===== config.mk =====
export PLATFORM = sky130hd
export DESIGN_NAME = pmp_proc_flat
export DESIGN_NICKNAME = d
export VERILOG_FILES = /design/src/logic/pmp_pkg.sv /design/src/logic/pmp_mem_if.sv /design/src/logic/pmp_parity.sv /design/src/logic/pmp_proc.sv /design/src/flat_wrapper.sv
export SDC_FILE = /design/constraint.sdc
export NUM_CORES = 1
export LEC_CHECK = 0
export ABC_AREA = 1
export BUFFER_PORTS_ARGS = -buffer_cell sky130_fd_sc_hd__buf_2
export CORE_AREA = 2 2 167 169
export CTS_BUF_LIST = sky130_fd_sc_hd__clkbuf_2 sky130_fd_sc_hd__clkbuf_4 sky130_fd_sc_hd__clkbuf_8
export CTS_CLUSTER_DIAMETER = 50
export DETAILED_ROUTE_END_ITERATION = 8
export DIE_AREA = 0 0 169 171
export PLACE_DENSITY = 0.82
export SETUP_SLACK_MARGIN = 0.02
export SYNTH_ARGS = -nofsm -noshare
export SYNTH_HDL_FRONTEND = slang
export SYNTH_SLANG_ARGS = --single-unit

===== constraint.sdc =====
create_clock -name core_clk_in -period 2.75 [get_ports core_clk_in]
set_input_delay 0 -clock core_clk_in [delete_from_list [all_inputs] [get_ports core_clk_in]]
set_output_delay 0 -clock core_clk_in [all_outputs]
set_load 0.05 [all_outputs]

===== src/logic/pmp_pkg.sv =====
// shared constants and types for the processor mode protection block
package pmp_pkg;
  localparam int WORD_W        = 36;
  localparam int PAR_W         = 1;
  localparam int XFER_W        = 72;
  localparam int BLOCK_WORDS   = 1024;
  localparam int BLOCK_SHIFT   = 10;
  localparam int MODULE_WORDS  = 131072;
  localparam int SYSTEM_WORDS  = 262144;
  localparam int ADDR_W        = 18;
  localparam int BLKCNT_W      = 9;
  localparam int NUM_PORTS     = 8;
  localparam int NUM_INT_CELLS = 32;
  localparam int NUM_FAULTS    = 16;
  localparam int FAULT_W       = 4;
  localparam int TIMER_W       = 24;
  localparam logic [FAULT_W-1:0] FLT_OVERFLOW = 4'h0;
  localparam logic [FAULT_W-1:0] FLT_TIMER    = 4'h1;
  localparam logic [FAULT_W-1:0] FLT_BOUNDS   = 4'h2;
  localparam logic [FAULT_W-1:0] FLT_MASTER   = 4'h3;
  localparam logic [FAULT_W-1:0] FLT_CMD      = 4'h4;
  localparam logic [FAULT_W-1:0] FLT_PARITY   = 4'h5;
  localparam logic [ADDR_W-1:0]  VEC_BASE     = 18'h0_0000;
  localparam logic [TIMER_W-1:0] TIMER_RST    = 24'h00_0000;
  localparam logic [ADDR_W-1:0]  BASE_RST     = 18'h0_0000;
  localparam logic [BLKCNT_W-1:0] SIZE_RST    = 9'h000;

  typedef enum logic [1:0] {
    PMP_OP_READ,
    PMP_OP_WRITE,
    PMP_OP_LOAD_BASE,
    PMP_OP_LOAD_TIMER
  } pmp_op_t;
endpackage : pmp_pkg


===== src/logic/pmp_mem_if.sv =====
// processor to memory controller port signals
`timescale 1ns/1ps
interface pmp_mem_if;
  logic                         req;
  logic                         gnt;
  logic                         we;
  logic [pmp_pkg::ADDR_W-1:0]   addr;
  logic [pmp_pkg::XFER_W-1:0]   wdata;
  logic [1:0]                   wpar;
  logic                         rvalid;
  logic [pmp_pkg::XFER_W-1:0]   rdata;
  logic [1:0]                   rpar;
  logic                         cell_set;
  logic [4:0]                   cell_idx;
  logic                         irq;

  modport proc (output req, we, addr, wdata, wpar, cell_set, cell_idx,
                input gnt, rvalid, rdata, rpar, irq);
  modport ctrl (input req, we, addr, wdata, wpar, cell_set, cell_idx,
                output gnt, rvalid, rdata, rpar, irq);
endinterface : pmp_mem_if


===== src/logic/pmp_parity.sv =====
// parity over one stored word, odd sense chosen so all-zero is flagged
`timescale 1ns/1ps
module pmp_parity #(
  parameter int W = 36
) (
  input  wire logic [W-1:0] word_in,
  output logic              par_out
);
  assign par_out = ~(^word_in);
endmodule : pmp_parity


===== src/logic/pmp_proc.sv =====
// processor end: modes, relocation, bounds, timer, fault vectoring
//
// What this block does
// - two states: supervisor and user
// - supervisor: any address, io, control writes
// - user references relative to base register
// - user control commands refused with fault
// - supervisor bypasses relocation and bounds
// - base register: start and block count
// - in bounds: add base, then access
// - out of bounds: abandon, trap to supervisor
// - timer expiry raises fault
// - timer loadable only in supervisor
// - sixteen faults, each own vector
// - overflow, timer, bounds, master entry faults
// - memory word is 36 bits plus parity
// - 1024-word blocks, module and system limits
// - controller ranks eight ports by number
// - controller holds 32 interrupt cells
// - every transfer moves 72 bits
// - memory controller is only outside path
// - control unit checks, operations unit computes
// - controller keeps all words in one store indexed by low address bits
`timescale 1ns/1ps
module pmp_proc #(
  parameter int TW = pmp_pkg::TIMER_W
) (
  input  wire logic                          core_clk_in,
  input  wire logic                          reset_n_in,
  input  wire logic                          clk_en_in,
  input  wire logic                          cmd_valid_in,
  input  wire pmp_pkg::pmp_op_t              cmd_op_in,
  input  wire logic [pmp_pkg::ADDR_W-1:0]    cmd_addr_in,
  input  wire logic [pmp_pkg::XFER_W-1:0]    cmd_wdata_in,
  input  wire logic [pmp_pkg::BLKCNT_W-1:0]  cmd_size_in,
  input  wire logic [TW-1:0]                 cmd_timer_in,
  input  wire logic                          overflow_in,
  input  wire logic                          master_entry_in,
  output logic                               cmd_ready_out,
  output logic                               done_out,
  output logic [pmp_pkg::XFER_W-1:0]         rdata_out,
  output logic                               fault_out,
  output logic [pmp_pkg::FAULT_W-1:0]        fault_code_out,
  output logic [pmp_pkg::ADDR_W-1:0]         fault_vector_out,
  output logic                               supervisor_out,
  output logic [pmp_pkg::ADDR_W-1:0]         base_out,
  output logic [pmp_pkg::BLKCNT_W-1:0]       size_out,
  pmp_mem_if.proc                            mem
);
  typedef enum logic [1:0] {PMP_IDLE, PMP_REQ, PMP_WAIT} pmp_state_t;

  typedef struct packed {
    pmp_state_t                     st;
    logic                           sup;
    logic [pmp_pkg::ADDR_W-1:0]     base;
    logic [pmp_pkg::BLKCNT_W-1:0]   size;
    logic [TW-1:0]                  timer;
    logic                           timer_run;
    logic                           we;
    logic [pmp_pkg::ADDR_W-1:0]     addr;
    logic [pmp_pkg::XFER_W-1:0]     wdata;
    logic [pmp_pkg::XFER_W-1:0]     rdata;
    logic                           done;
    logic                           fault;
    logic [pmp_pkg::FAULT_W-1:0]    code;
  } pmp_proc_s_t;

  pmp_proc_s_t s_r;
  pmp_proc_s_t s_nxt;

  logic [1:0] wpar;
  logic [1:0] rpar_calc;
  logic [pmp_pkg::ADDR_W:0] limit;
  logic in_bounds;
  logic is_mem;

  for (genvar g = 0; g < 2; g++) begin : g_par
    pmp_parity #(.W(pmp_pkg::WORD_W)) u_wp (
      .word_in (s_r.wdata[g*pmp_pkg::WORD_W +: pmp_pkg::WORD_W]),
      .par_out (wpar[g])
    );
    pmp_parity #(.W(pmp_pkg::WORD_W)) u_rp (
      .word_in (mem.rdata[g*pmp_pkg::WORD_W +: pmp_pkg::WORD_W]),
      .par_out (rpar_calc[g])
    );
  end

  // size in blocks to word limit
  assign limit = {s_r.size, {pmp_pkg::BLOCK_SHIFT{1'b0}}};
  assign in_bounds = ({1'b0, cmd_addr_in} < limit);
  assign is_mem = (cmd_op_in == pmp_pkg::PMP_OP_READ) || (cmd_op_in == pmp_pkg::PMP_OP_WRITE);

  always_comb begin
    s_nxt = s_r;
    s_nxt.done = 1'b0;
    s_nxt.fault = 1'b0;
    if (s_r.timer_run) begin
      if (s_r.timer == '0) begin
        s_nxt.timer_run = 1'b0;
        s_nxt.fault = 1'b1;
        s_nxt.code = pmp_pkg::FLT_TIMER;
      end else begin
        s_nxt.timer = s_r.timer - 1'b1;
      end
    end
    case (s_r.st)
      PMP_IDLE: begin
        if (s_nxt.fault) begin
          // timer fault wins this cycle
        end else if (overflow_in) begin
          s_nxt.fault = 1'b1;
          s_nxt.code = pmp_pkg::FLT_OVERFLOW;
        end else if (master_entry_in) begin
          s_nxt.fault = 1'b1;
          s_nxt.code = pmp_pkg::FLT_MASTER;
        end else if (cmd_valid_in) begin
          if (!is_mem && !s_r.sup) begin
            s_nxt.fault = 1'b1;
            s_nxt.code = pmp_pkg::FLT_CMD;
          end else if (cmd_op_in == pmp_pkg::PMP_OP_LOAD_BASE) begin
            s_nxt.base = cmd_addr_in;
            s_nxt.size = cmd_size_in;
            s_nxt.done = 1'b1;
          end else if (cmd_op_in == pmp_pkg::PMP_OP_LOAD_TIMER) begin
            s_nxt.timer = cmd_timer_in;
            s_nxt.timer_run = 1'b1;
            s_nxt.sup = 1'b0; // timer load hands control to the user program
            s_nxt.done = 1'b1;
          end else if (s_r.sup) begin
            s_nxt.addr = cmd_addr_in;
            s_nxt.we = (cmd_op_in == pmp_pkg::PMP_OP_WRITE);
            s_nxt.wdata = cmd_wdata_in;
            s_nxt.st = PMP_REQ;
          end else if (in_bounds) begin
            s_nxt.addr = cmd_addr_in + s_r.base;
            s_nxt.we = (cmd_op_in == pmp_pkg::PMP_OP_WRITE);
            s_nxt.wdata = cmd_wdata_in;
            s_nxt.st = PMP_REQ;
          end else begin
            s_nxt.fault = 1'b1;
            s_nxt.code = pmp_pkg::FLT_BOUNDS;
          end
        end
      end
      PMP_REQ: begin
        if (mem.gnt) begin
          s_nxt.st = s_r.we ? PMP_IDLE : PMP_WAIT;
          s_nxt.done = s_r.we;
        end
      end
      PMP_WAIT: begin
        if (mem.rvalid) begin
          s_nxt.st = PMP_IDLE;
          s_nxt.rdata = mem.rdata;
          if (rpar_calc != mem.rpar) begin
            s_nxt.fault = 1'b1;
            s_nxt.code = pmp_pkg::FLT_PARITY;
          end else begin
            s_nxt.done = 1'b1;
          end
        end
      end
      default: s_nxt.st = PMP_IDLE;
    endcase
    if (s_nxt.fault) begin
      s_nxt.sup = 1'b1;
    end
  end

  always_ff @(posedge core_clk_in or negedge reset_n_in) begin
    if (!reset_n_in) begin
      s_r <= '{st: PMP_IDLE, sup: 1'b1, base: pmp_pkg::BASE_RST, size: pmp_pkg::SIZE_RST,
               timer: pmp_pkg::TIMER_RST, timer_run: 1'b0, we: 1'b0,
               addr: '0, wdata: '0, rdata: '0, done: 1'b0, fault: 1'b0,
               code: '0};
    end else if (clk_en_in) begin
      s_r <= s_nxt;
    end
  end

  // this control unit issues all memory traffic
  assign mem.req = (s_r.st == PMP_REQ);
  assign mem.we = s_r.we;
  assign mem.addr = s_r.addr;
  assign mem.wdata = s_r.wdata;
  assign mem.wpar = wpar;
  assign mem.cell_set = 1'b0;
  assign mem.cell_idx = 5'h00;

  assign cmd_ready_out = (s_r.st == PMP_IDLE);
  assign done_out = s_r.done;
  assign rdata_out = s_r.rdata;
  assign fault_out = s_r.fault;
  assign fault_code_out = s_r.code;
  assign fault_vector_out = pmp_pkg::VEC_BASE + {{(pmp_pkg::ADDR_W-pmp_pkg::FAULT_W){1'b0}}, s_r.code};
  assign supervisor_out = s_r.sup;
  assign base_out = s_r.base;
  assign size_out = s_r.size;
endmodule : pmp_proc


===== src/flat_wrapper.sv =====
// flat-port wrapper written by rule: the top's interface ports become plain ports
module pmp_proc_flat 
#(
  parameter int TW = pmp_pkg::TIMER_W
)
  (core_clk_in, reset_n_in, clk_en_in, cmd_valid_in, cmd_op_in, cmd_addr_in, cmd_wdata_in, cmd_size_in, cmd_timer_in, overflow_in, master_entry_in, cmd_ready_out, done_out, rdata_out, fault_out, fault_code_out, fault_vector_out, supervisor_out, base_out, size_out, mem_req, mem_we, mem_addr, mem_wdata, mem_wpar, mem_cell_set, mem_cell_idx, mem_gnt, mem_rvalid, mem_rdata, mem_rpar, mem_irq);
  pmp_mem_if mem_i ();
  input  wire logic core_clk_in;
  input  wire logic reset_n_in;
  input  wire logic clk_en_in;
  input  wire logic cmd_valid_in;
  input  wire pmp_pkg::pmp_op_t cmd_op_in;
  input  wire logic [pmp_pkg::ADDR_W-1:0] cmd_addr_in;
  input  wire logic [pmp_pkg::XFER_W-1:0] cmd_wdata_in;
  input  wire logic [pmp_pkg::BLKCNT_W-1:0] cmd_size_in;
  input  wire logic [TW-1:0] cmd_timer_in;
  input  wire logic overflow_in;
  input  wire logic master_entry_in;
  output logic cmd_ready_out;
  output logic done_out;
  output logic [pmp_pkg::XFER_W-1:0] rdata_out;
  output logic fault_out;
  output logic [pmp_pkg::FAULT_W-1:0] fault_code_out;
  output logic [pmp_pkg::ADDR_W-1:0] fault_vector_out;
  output logic supervisor_out;
  output logic [pmp_pkg::ADDR_W-1:0] base_out;
  output logic [pmp_pkg::BLKCNT_W-1:0] size_out;
  output wire logic [$bits(mem_i.req)-1:0] mem_req;
  output wire logic [$bits(mem_i.we)-1:0] mem_we;
  output wire logic [$bits(mem_i.addr)-1:0] mem_addr;
  output wire logic [$bits(mem_i.wdata)-1:0] mem_wdata;
  output wire logic [$bits(mem_i.wpar)-1:0] mem_wpar;
  output wire logic [$bits(mem_i.cell_set)-1:0] mem_cell_set;
  output wire logic [$bits(mem_i.cell_idx)-1:0] mem_cell_idx;
  input wire logic [$bits(mem_i.gnt)-1:0] mem_gnt;
  input wire logic [$bits(mem_i.rvalid)-1:0] mem_rvalid;
  input wire logic [$bits(mem_i.rdata)-1:0] mem_rdata;
  input wire logic [$bits(mem_i.rpar)-1:0] mem_rpar;
  input wire logic [$bits(mem_i.irq)-1:0] mem_irq;
  assign mem_req = mem_i.req;
  assign mem_we = mem_i.we;
  assign mem_addr = mem_i.addr;
  assign mem_wdata = mem_i.wdata;
  assign mem_wpar = mem_i.wpar;
  assign mem_cell_set = mem_i.cell_set;
  assign mem_cell_idx = mem_i.cell_idx;
  assign mem_i.gnt = mem_gnt;
  assign mem_i.rvalid = mem_rvalid;
  assign mem_i.rdata = mem_rdata;
  assign mem_i.rpar = mem_rpar;
  assign mem_i.irq = mem_irq;
  pmp_proc #(.TW(TW)) u_core (.core_clk_in(core_clk_in), .reset_n_in(reset_n_in), .clk_en_in(clk_en_in), .cmd_valid_in(cmd_valid_in), .cmd_op_in(cmd_op_in), .cmd_addr_in(cmd_addr_in), .cmd_wdata_in(cmd_wdata_in), .cmd_size_in(cmd_size_in), .cmd_timer_in(cmd_timer_in), .overflow_in(overflow_in), .master_entry_in(master_entry_in), .cmd_ready_out(cmd_ready_out), .done_out(done_out), .rdata_out(rdata_out), .fault_out(fault_out), .fault_code_out(fault_code_out), .fault_vector_out(fault_vector_out), .supervisor_out(supervisor_out), .base_out(base_out), .size_out(size_out), .mem(mem_i));
endmodule

==> impl_summary.txt <==
----------------------------------------------------
[Detailed routing]
  Post-route DRC ... 0
  Number of routed nets with antenna violations ... 0
  Total wirelength of the detailed-routed design ... 47.6 mm
  Vias per Instance ... 5.35
  Average routed wire per standard cell ... 17.8 um
  1st-pass router iterations ... 5
  Via count ... 14,300
  Detailed Route Iter0 Violations ... 1,245

[Die]
  Die H ... 171 um
  Placeable core region ... 0.0273 mm^2
  Starting Density ... 52.9%
  Num ports ... 433
  Die Wd ... 169 um
  Area of the die ... 0.0289 mm^2
  Count of standard-cell rows ... 61

[Critical path]
  Worst EP required ... 2.75 ns
  Total buffers and inverters traversed by the critical path ... 2
  Biggest cell delay along the critical path ... 0.45 ns
  Signal arrival time at the worst endpoint ... 2.70 ns
  Critical setup path kind ... reg2out
  Family with the most delay on the worst path ... XOR/XNOR gates
  Critical path startpoint category ... register
  Max FO, Critical Path ... 3
  FF-to-FF path depth ... 16
  Slowest-stage cell, CP ... dfrtp_1
  CP dominant cell by count ... xnor2_1
  Cell-by-cell listing of the critical path ... xnor2_2, xnor2_2, xnor2_1, xnor2_1, xor2_1, xnor2_1, inv_1, buf_2
  Total stage count of the critical path ... 8
  Sort of element at the end of the critical path ... primary output

[Clocking]
  Number of buffers created by CTS ... 42
  Clk_lat worst skew ... 0.54 ns
  Number of levels in the clock H-tree ... 2
  Clock transition at the register clock pins on the worst setup and hold paths after CTS ... 0.06 ns
  TritonCTS clock tree ... yes
  Buffer cell driving the clock tree root ... clkbuf_8
  CTS sink count ... 224
  Largest buffer count on any clock path ... 3

[Logic synthesis]
  Flops & latches, synth ... 224
  Post-synth design cell area ... 0.0144 mm^2
  Avg Inst Size Synth ... 7.77 um^2
  Unique cell type count in the Yosys netlist ... 52
  Share of flip-flops with an asynchronous set or reset after synthesis ... 100%
  EDFF count, synth ... 0
  Number of cells produced by synthesis ... 1,859
  Post-synth top flop ... dfrtp_1
  Portion of the post-synthesis area used by sequential elements ... 38.8%
  Total of warnings raised by yosys ... 0

[Layout]
  Synth-to-Final Area Change ... 27.6%
  Final non-filler cell total ... 2,673
  Share of post-route cells with drive strength above 1 ... 25.1%
  Number of nets in the finished design ... 2,529
  Number of inserted filler cells in the final layout ... 1,910
  Post-route design area ... 0.0184 mm^2

[Placement]
  Total placed instance area ... 0.0153 mm^2
  HPWL after DPL ... 28.7 mm
  PortBufs ... 411
  Placed cell count ... 2,385
  Final Wtd Congestion ... 0.940

[Power and ir drop]
  Switching power ... 0.00871 W
  IR Drop Worst-Case VDD ... 1070 uV
  Clock share of power ... 20.6%
  Total power density per cell area ... 954 mW/mm^2
  Combinational share of power ... 51.9%
  Net Sw Frac ... 49.5%
  Share of power burned in registers ... 27.5%
  Total leakage power ... 10.1 nW
  Cell-internal power ... 0.00888 W

[Outcome]
  Status ... complete, no violations

[GRT]
  Pin count of the biggest net entering global routing ... 119
  Via count of the first global-routing pass ... 14,400
  First-pass GRT wire length ... 72.8 mm
  Overall Global Routing Usage ... 31.5%
  Antenna violations before repair ... 1
  Total congestion overflow after global routing ... 0

[Timing]
  Max-slew violation count ... 0
  Min cycle time layout ... 2.70 ns
  Final setup fails ... 0
  Worst setup skew after layout ... 0.0243 ns
  Post-route fraction of the period consumed by the critical path ... 98.2%
  Final hold violation count ... 0
  Worst-case headroom to the max-slew limit ... 59.2%
  Post-Route Setup TNS ... 0 ns
  Transition at the pin with the smallest max-transition slack ... 0.608 ns
  Peak Freq ... 370 MHz

[Run]
  Number of max-cap violations ... 0

[Worst hold path]
  Hold crit path type ... in2async

----------------------------------------------------
==> through the flow <==
stage	power, W	setup slack [ns]	hold WS, ns	util (%)
2_1_floorplan	0.0128	0.298	-0.296	-
3_3_place_gp	0.0131	0.218	0.00546	56.1
3_5_place_dp	0.0133	0.165	0.0105	56.1
4_1_cts	0.0172	0.0477	0.0203	67.2
5_1_grt	0.0183	-0.0220	0.0718	67.5
6_report	0.0176	0.0482	0.0392	67.5
==> flip-flops by register name, summed over array words and instances (netlist names) <==
register               cells
u_core.base_out           18
u_core.done_out            1
u_core.fault_code_out      4
u_core.fault_out           1
u_core.mem.addr           18
u_core.mem.wdata          72
u_core.mem.we              1
u_core.rdata_out          72
u_core.s_r                27
u_core.size_out            9
u_core.supervisor_out      1
==> synthesized netlist by cell type (2+ instances only) <==
cell	instances	share of area, %
nor4_1	2	0.087
nor3_2	4	0.28
nand2_2	6	0.26
buf_6	3	0.23
clkbuf_1	18	0.47
o22ai_1	6	0.26
nor2_1	57	1.5
ha_1	25	2.2
mux2_1	22	1.7
dfrtp_1	223	39
inv_1	132	3.4
o31ai_1	3	0.16
o21ai_1	12	0.42
nor2_4	4	0.31
o21a_1	2	0.10
xor2_1	39	2.4
nor2_2	6	0.26
buf_2	17	0.59
o221ai_1	5	0.30
buf_4	226	12
nand2_4	2	0.16
a22oi_1	3	0.16
o211ai_1	6	0.31
nand3_1	47	1.6
a21o_1	2	0.10
xnor2_1	75	4.5
nand3_4	3	0.36
a21oi_1	43	1.5
nand4_2	3	0.26
o21ai_0	112	3.9
a31oi_1	2	0.087
inv_2	11	0.29
nand2_1	678	18
nor3_1	10	0.35
mux2_2	27	2.1
nand4_1	7	0.30
==> power groups by stage <==
stage / clock network (W) / registers, W / logic (W)
finish: 0.00363 / 0.00484 / 0.00912
global route: 0.00381 / 0.00491 / 0.00957
CTS: 0.00365 / 0.00475 / 0.00881
detailed placement: 0 / 0.00479 / 0.00848
global placement: 0 / 0.00475 / 0.00834
floorplan: 0 / 0.00465 / 0.00810
==> path summary, 6_finish.rpt <==
| check | start | to | slack (ns) |
|---|---|---|---|
| max in group asynchronous | reset_n_in | u_core.rdata_out[64] | 1.74 |
| min reg2reg | u_core.rdata_out[20] | u_core.rdata_out[20] | 0.48 |
| min | reset_n_in | u_core.mem.wdata[68] | 0.04 |
| max reg2reg | u_core.s_r[170] | u_core.s_r[178] | 0.16 |
| min in group core_clk_in | cmd_wdata_in[23] | u_core.mem.wdata[23] | 0.20 |
| max | u_core.mem.wdata[67] | mem_wpar[1] | 0.05 |
==> layout by cell type, fill, tap and decap left out, drive strengths merged, types with 3 or more instances in the layout <==
| cell | synthesis | layout |
|---|---|---|
| nand2 | 686 | 687 |
| buf | 247 | 426 |
| dfrtp | 223 | 223 |
| dlygate4sd3 | 0 | 211 |
| inv | 144 | 144 |
| o21ai | 125 | 125 |
| xnor2 | 75 | 75 |
| clkbuf | 18 | 68 |
| nor2 | 67 | 67 |
| nand3 | 51 | 51 |
| mux2 | 49 | 49 |
| a21oi | 43 | 43 |
| xor2 | 39 | 39 |
| ha | 25 | 25 |
| conb | 1 | 20 |
| nor3 | 14 | 14 |
| nand4 | 10 | 10 |
| o22ai | 6 | 6 |
| o211ai | 6 | 6 |
| o221ai | 5 | 5 |
| clkinv | 1 | 5 |
| nor4 | 4 | 4 |
| a22oi | 3 | 3 |
| o31ai | 3 | 3 |
==> layout make-up <==
class / count / area, um^2 / area share (%)
multi-input combinational: 1245 / 6560 / 35.6
antenna: 2 / 5.00 / 0.0271
inverter: 145 / 547 / 2.97
sequential: 224 / 5610 / 30.4
clock inverter: 6 / 83.8 / 0.455
tap: 346 / 433 / 2.35
timing repair buffer: 637 / 4350 / 23.6
clock buffer: 68 / 848 / 4.60
==> metal layers <==
metal	GRT usage, %	routed length, um	vias up
met4	19.4	3110	0
met5	0	0	-
met3	8.10	4420	261
met2	56.4	23300	890
met1	33.3	16700	6653
li1	-	-	6506
==> what timing repair did <==
action / 4_1_cts / 5_1_grt
gates resized for setup: 1 / 9
setup endpoints to repair: 1 / 8
cloned: 0 / 1
pin swaps: 0 / 4
hold buffers: 211 / 0
endpoints found under the hold margin: 406 / 0
buffers inserted: 0 / 1
==> cell families (layout without fill, tap and decap cells) <==
kind of cell	count (synthesis)	count (layout)	synth area share (%)
AND/OR/NAND/NOR	835	836	23.8
buffers and inverters	410	856	16.8
flip-flops	224	224	38.8
AO/OA/AOI/OAI	200	200	7.50
XOR/XNOR	114	114	6.91
multiplexers	49	49	3.82
adder cells (fa/ha/maj)	26	26	2.30
other	1	22	0.0260
(Power assumes the default switching activity.)
